### config.mk
export PLATFORM = sky130hd
export DESIGN_NAME = ssi_shifter
export DESIGN_NICKNAME = d
export VERILOG_FILES = /design/src/verilog/ssi_pkg.sv /design/src/verilog/ssi_shifter.sv
export SDC_FILE = /design/constraint.sdc
export NUM_CORES = 1
export LEC_CHECK = 0
export BUFFER_PORTS_ARGS = -buffer_cell sky130_fd_sc_hd__buf_4
export CAP_MARGIN = 20
export CELL_PAD_IN_SITES_DETAIL_PLACEMENT = 0
export CELL_PAD_IN_SITES_GLOBAL_PLACEMENT = 1
export CORE_UTILIZATION = 32
export DETAILED_ROUTE_END_ITERATION = 7
export GPL_TIMING_DRIVEN = 0
export PLACE_DENSITY = 0.84
export SYNTH_ARGS = -nofsm -noshare
export SYNTH_HDL_FRONTEND = slang
export SYNTH_SLANG_ARGS = --single-unit
### constraint.sdc
create_clock -name core_clk -period 2.2 [get_ports core_clk]
set_input_delay 0.11 -clock core_clk [delete_from_list [all_inputs] [get_ports core_clk]]
set_output_delay 0.11 -clock core_clk [all_outputs]
set_load 0.1 [all_outputs]
### src/verilog/ssi_pkg.sv
// Constants shared by the serial shift interface design.
package ssi_pkg;
  // Bus geometry.
  localparam int SSI_ADDR_W = 10;
  localparam int SSI_DATA_W = 32;
  // Register indices; the byte address is four times the index.
  localparam logic [7:0] IDX_IRQ_DISARM = 8'hDC;
  localparam logic [7:0] IDX_SHIFT_DATA = 8'hDD;
  localparam logic [7:0] IDX_PIN_CTRL = 8'hDE;
  localparam logic [7:0] IDX_IRQ_STATUS = 8'hDF;
  localparam logic [7:0] IDX_IRQ_MASK = 8'hE0;
  localparam logic [7:0] IDX_BIT_COUNT = 8'hE1;
  // Pin control fields.
  localparam int CTRL_SOUT_OD = 0;
  localparam int CTRL_SCL_OD = 1;
  localparam int CTRL_SCL_BIT = 2;
  localparam int CTRL_W = 3;
  localparam logic [2:0] CTRL_RESET = 3'h4;
  // Status and mask field.
  localparam int STAT_DONE = 0;
  // Shifter geometry and reset values.
  localparam int SHIFT_W = 8;
  localparam int COUNT_W = 4;
  localparam logic [3:0] COUNT_FULL = 4'h8;
  localparam logic [3:0] COUNT_LAST = 4'h7;
  localparam logic [7:0] SHIFT_RESET = 8'h00;
  localparam logic [3:0] COUNT_RESET = 4'h0;
endpackage : ssi_pkg

### src/verilog/ssi_shifter.sv
// Serial shift interface: byte shifter on a sampled shift clock with an Avalon-MM register slave.
`timescale 1ns/1ps
module ssi_shifter
  import ssi_pkg::*;
#(
  parameter int SHIFT_BITS = SHIFT_W
) (
  // Clock and reset.
  input wire logic core_clk,
  input wire logic rst,
  // Avalon-MM slave.
  input wire logic [SSI_ADDR_W-1:0] avsAddress,
  input wire logic avsRead,
  input wire logic avsWrite,
  input wire logic [SSI_DATA_W-1:0] avsWritedata,
  input wire logic [3:0] avsByteenable,
  output logic [SSI_DATA_W-1:0] avsReaddata,
  output logic avsWaitrequest,
  // Interrupt outputs.
  output logic irqOut,
  output logic serialIrqN,
  output logic countDoneOutput,
  // Shift clock pin, open drain.
  input wire logic sclIn,
  output logic sclOut,
  output logic sclOe,
  // Serial data pins.
  input wire logic sinIn,
  output logic soutOut,
  output logic soutOe
);

  // The counter and the done output are sized for exactly one byte.
  if (SHIFT_BITS != SHIFT_W) begin : gBadWidth
    $error("ssi_shifter: SHIFT_BITS must be 8");
  end

  // Pin synchronisers; only the second stage and, for the clock, the third stage sclPrev_reg feed any logic.
  logic sclMeta_reg;
  logic sclSync_reg;
  logic sclPrev_reg;
  logic sinMeta_reg;
  logic sinSync_reg;

  always_ff @(posedge core_clk) begin
    if (rst) begin
      sclMeta_reg <= 1'b1;
      sclSync_reg <= 1'b1;
      sclPrev_reg <= 1'b1;
      sinMeta_reg <= 1'b1;
      sinSync_reg <= 1'b1;
    end else begin
      sclMeta_reg <= sclIn;
      sclSync_reg <= sclMeta_reg;
      sclPrev_reg <= sclSync_reg;
      sinMeta_reg <= sinIn;
      sinSync_reg <= sinMeta_reg;
    end
  end

  logic sclFall;
  assign sclFall = sclPrev_reg & ~sclSync_reg;

  // Bus handshake: every access is answered on its second cycle.
  logic busReq;
  logic resp_reg;
  logic resp_next;
  logic accept;
  logic [7:0] regIdx;
  logic laneWr;

  assign busReq = avsRead | avsWrite;
  assign accept = busReq & resp_reg;
  assign avsWaitrequest = busReq & ~resp_reg;
  assign regIdx = avsAddress[9:2];
  assign laneWr = avsWrite & accept & avsByteenable[0];

  always_comb begin
    resp_next = busReq & ~resp_reg;
  end

  always_ff @(posedge core_clk) begin
    if (rst) begin
      resp_reg <= 1'b0;
    end else begin
      resp_reg <= resp_next;
    end
  end

  logic dataWr;
  logic disarmWr;
  logic ctrlWr;
  logic statWr;
  logic maskWr;

  assign dataWr = laneWr & (regIdx == IDX_SHIFT_DATA);
  assign disarmWr = laneWr & (regIdx == IDX_IRQ_DISARM);
  assign ctrlWr = laneWr & (regIdx == IDX_PIN_CTRL);
  assign statWr = laneWr & (regIdx == IDX_IRQ_STATUS);
  assign maskWr = laneWr & (regIdx == IDX_IRQ_MASK);

  // Shifter core.
  logic [7:0] shift_reg;
  logic [7:0] shift_next;
  logic [3:0] count_reg;
  logic [3:0] count_next;
  logic armed_reg;
  logic armed_next;
  logic clkEnable;
  logic eighthEdge;

  assign countDoneOutput = ~count_reg[3];
  assign clkEnable = countDoneOutput;
  assign eighthEdge = sclFall & clkEnable & (count_reg == COUNT_LAST) & ~dataWr;

  always_comb begin
    shift_next = shift_reg;
    count_next = count_reg;
    armed_next = armed_reg;
    if (dataWr) begin
      // A processor write wins over a coinciding clock edge.
      shift_next = avsWritedata[7:0];
      count_next = COUNT_RESET;
      armed_next = 1'b1;
    end else if (sclFall && clkEnable) begin
      // No start condition is searched for.
      shift_next = {shift_reg[6:0], sinSync_reg};
      count_next = count_reg + 4'h1;
    end
    if (disarmWr && !dataWr) begin
      armed_next = 1'b0;
    end
  end

  always_ff @(posedge core_clk) begin
    if (rst) begin
      shift_reg <= SHIFT_RESET;
      count_reg <= COUNT_RESET;
      armed_reg <= 1'b0;
    end else begin
      shift_reg <= shift_next;
      count_reg <= count_next;
      armed_reg <= armed_next;
    end
  end

  // Falling-edge request: low while armed and the byte is complete.
  logic irqN_reg;
  logic irqN_next;

  always_comb begin
    irqN_next = ~(armed_next & (count_next == COUNT_FULL));
  end

  always_ff @(posedge core_clk) begin
    if (rst) begin
      irqN_reg <= 1'b1;
    end else begin
      irqN_reg <= irqN_next;
    end
  end

  assign serialIrqN = irqN_reg;

  // Pin control, sticky status and mask.
  logic [CTRL_W-1:0] ctrl_reg;
  logic [CTRL_W-1:0] ctrl_next;
  logic stat_reg;
  logic stat_next;
  logic mask_reg;
  logic mask_next;

  always_comb begin
    ctrl_next = ctrl_reg;
    mask_next = mask_reg;
    stat_next = stat_reg;
    if (ctrlWr) begin
      ctrl_next = avsWritedata[CTRL_W-1:0];
    end
    if (maskWr) begin
      mask_next = avsWritedata[STAT_DONE];
    end
    if (statWr && avsWritedata[STAT_DONE]) begin
      stat_next = 1'b0;
    end
    // A completion in the clearing cycle is kept.
    if (eighthEdge && armed_reg) begin
      stat_next = 1'b1;
    end
  end

  always_ff @(posedge core_clk) begin
    if (rst) begin
      ctrl_reg <= CTRL_RESET;
      stat_reg <= 1'b0;
      mask_reg <= 1'b0;
    end else begin
      ctrl_reg <= ctrl_next;
      stat_reg <= stat_next;
      mask_reg <= mask_next;
    end
  end

  assign irqOut = stat_reg & mask_reg;

  // The shifter stops after eight bits, so the core may hold the clock low
  // for the acknowledge pulse without losing the byte.
  assign sclOut = 1'b0;
  assign sclOe = ctrl_reg[CTRL_SCL_OD] & ~ctrl_reg[CTRL_SCL_BIT];

  // The output pin cannot be a free open-drain line: the mode hands it to the shifter.
  assign soutOut = 1'b0;
  assign soutOe = ctrl_reg[CTRL_SOUT_OD] & ~shift_reg[7];

  // Read data.
  logic [SSI_DATA_W-1:0] rdata_reg;
  logic [SSI_DATA_W-1:0] rdata_next;

  always_comb begin
    rdata_next = rdata_reg;
    if (avsRead && !resp_reg) begin
      case (regIdx)
        IDX_SHIFT_DATA: rdata_next = {24'h000000, shift_reg};
        IDX_IRQ_DISARM: rdata_next = {31'h00000000, armed_reg};
        IDX_PIN_CTRL: rdata_next = {29'h00000000, ctrl_reg};
        IDX_IRQ_STATUS: rdata_next = {31'h00000000, stat_reg};
        IDX_IRQ_MASK: rdata_next = {31'h00000000, mask_reg};
        IDX_BIT_COUNT: rdata_next = {28'h0000000, count_reg};
        default: rdata_next = 32'h00000000;
      endcase
    end
  end

  always_ff @(posedge core_clk) begin
    if (rst) begin
      rdata_reg <= 32'h00000000;
    end else begin
      rdata_reg <= rdata_next;
    end
  end

  assign avsReaddata = rdata_reg;
endmodule : ssi_shifter

==> impl_results.md <==
- FF-to-FF setup slack: 460 ps
- Minimum clock period after layout: 1740 ps
- IO buf count: 33
- Worst EP arrival: 1890 ps
- Clock slew at reported path FFs: 70 ps
- DR vias: 1472
- Warnings, synthesis: 0
- Total Wirelength: 3780 um
- Placed insts: 318
- Post-synth EDFFs: 0
- Final period util: 79.1%
- Final TNS setup: 0 ps
- Crit Path Class: reg -> reg
- Initial DRC count: 90
- Status: completed
- FMAX: 575 MHz
- Worst skew pair latency: 290 ps
- Main synth FF type: dfxtp_1
- Fillers: 524
- Synth top area cells: dfxtp_1 37%, buf_4 11%, mux2i_1 6.7%
- Initial antenna violation count: 0
- Multi-input logic area: 955 sq um
- Pre-CTS setup slack: 492 ps
- Total power: 1.66 mW
- Seq cells post-synth: 33
- Max Cap Violations: 0
- Synth-to-Final Area Change: 31.8%
- First-pass GRT wire length: 6290 um
- Crit Path Max Fanout: 10
- RePlAce Congestion: 0.824
- Vert. Die Dim: 76.6 um
- Number of iterations in the first detailed-routing pass: 5
- Cell Area, Placed: 2210 sq um
- Number of global-route vias before repair: 1319
- Layout Utilization: 44.9%
- Post-route setup slack: 461 ps
- Initial core utilization: 34.0%
- CTS resizes: 0
- Area leader, netlist: dfxtp_1
- I/O pin count: 92
- Worst VDD drop: 360 uV
- Mapped Area: 1780 sq um
- CTS tree: done
- Final slew viol count: 0
- Antenna Violating Nets Remaining: 0
- Worst-case clock buffer depth: 2
- Final Non-Filler Cells: 326
- Startpoint Class: flop
- Total setup buffers inserted after CTS: 0
- Core ar.: 5240 sq um
- Clock Sink Count: 33
- Seq/Total Area, Yosys: 37.1%
- Power per cell area: 708 nW/um^2
- H-tree depth: 2
- # rows: 26
- Commonest non-fill, non-tap cell in the layout: buf_4
- Worst slew pin tran: 762 ps
- Min Hold Slack: 8.32 ps
- Leakage: 0.980 nW
- Die W: 76.6 um
- Setup-failing EPs final: 0
- Fin nets: 308
- TritonCTS Buffers: 5
- Grt ovf: 0
- N_diodes: 0
- CP required: 2350 ps
- Hold Buf Count CTS: 0
- Number of distinct library cells after synthesis: 41
- Asr flop ratio synth: 0%
- Routed len/inst: 11.6 um
- RSZ-0062 raised after global routing: no
- Via-to-Cell Ratio: 4.52
- Slew HR: 48.7%
- Clock Tree Root: clkbuf_8
- Final Hold Vio Count: 0
- Share of layout cells above drive strength 1: 37.5%
- Final Cell Area: 2350 sq um
- CP Capture Type: flop
- Setup Skew: 6.00 ps
- Gr usage total: 13.5%
- Placed wire-length estimate: 2960 um
- Die area: 5870 sq um
- Avg Inst Size Synth: 9.38 sq um
- Gate Count Post-Synth: 190
- HP Class: in -> reg
- DRC Markers: 0
- Pin count of the biggest net entering global routing: 13
- Most frequent cells in the layout: 59 x buf_4, 33 x dfxtp_1, 26 x conb_1
- Register area: 661 sq um
- Synth top area share: 37.1%
## metal layers
metal	share of wire, %	track usage, %	up-vias
met5	0	0	-
met4	1.4	4.62	0
met3	5.5	3.47	6
met2	47	22.1	42
li1	-	-	752
met1	46	17.2	672
## logic make-up after synthesis
| logic type | synth area share (%) |
|---|---|
| AOI/OAI and AO/OA | 14.1 |
| buffers and inverters | 14.7 |
| and+or+nand+nor | 23.0 |
| adders and majority gates | 0.702 |
| other | 0.210 |
| xor gates and xnor gates | 0.983 |
| DFF | 37.1 |
| muxes | 9.26 |
## synth_stat cells, types with 2 or more instances
library cell  number
buf_2              5
mux2_2             2
dfxtp_1           33
nor3_1             6
a211oi_1           2
nor2_1            23
nand2b_1           2
buf_4             26
nand2_1            5
xnor2_1            2
a211oi_2           8
nor4_1             5
mux2i_1           12
nand3_1            3
a21oi_1            4
nand3b_1           4
o41ai_1            3
clkbuf_1           5
a22oi_1            6
o21ai_0            2
or2_2              6
nor2b_1            5
inv_1              3
## area by class of cell
type | instances | area share, %
clock inverter | 3 | 2.93
inverter | 3 | 0.479
clock buffer | 5 | 2.93
timing repair buffer | 33 | 10.5
multi-input combinational | 142 | 40.6
tap | 70 | 3.73
buffer | 37 | 10.6
sequential | 33 | 28.1
## worst max-delay path, stage by stage (launching register included)
cell and delay (ps):
dfxtp_1 410, nand3_1 210, or4_1 430, buf_2 190, buf_6 170, nor2_1 130
a211oi_2 60
## final timing paths
check / to / cells after the start / start
setup / recovery: shift_reg[1]$_SDFFE_PP0P_ / 6 / resp_reg$_SDFF_PP0_
hold / removal: sclMeta_reg$_SDFF_PP1_ / 2 / sclIn
setup reg to reg: shift_reg[1]$_SDFFE_PP0P_ / 6 / resp_reg$_SDFF_PP0_
hold reg to reg: sinSync_reg$_SDFF_PP1_ / 1 / sinMeta_reg$_SDFF_PP1_
## where the power goes
| group | internal, mW | switching, mW |
|---|---|---|
| clock network | 0.456 | 0.235 |
| registers | 0.606 | 0.00670 |
| logic | 0.0849 | 0.276 |
(Power assumes the default switching activity.)
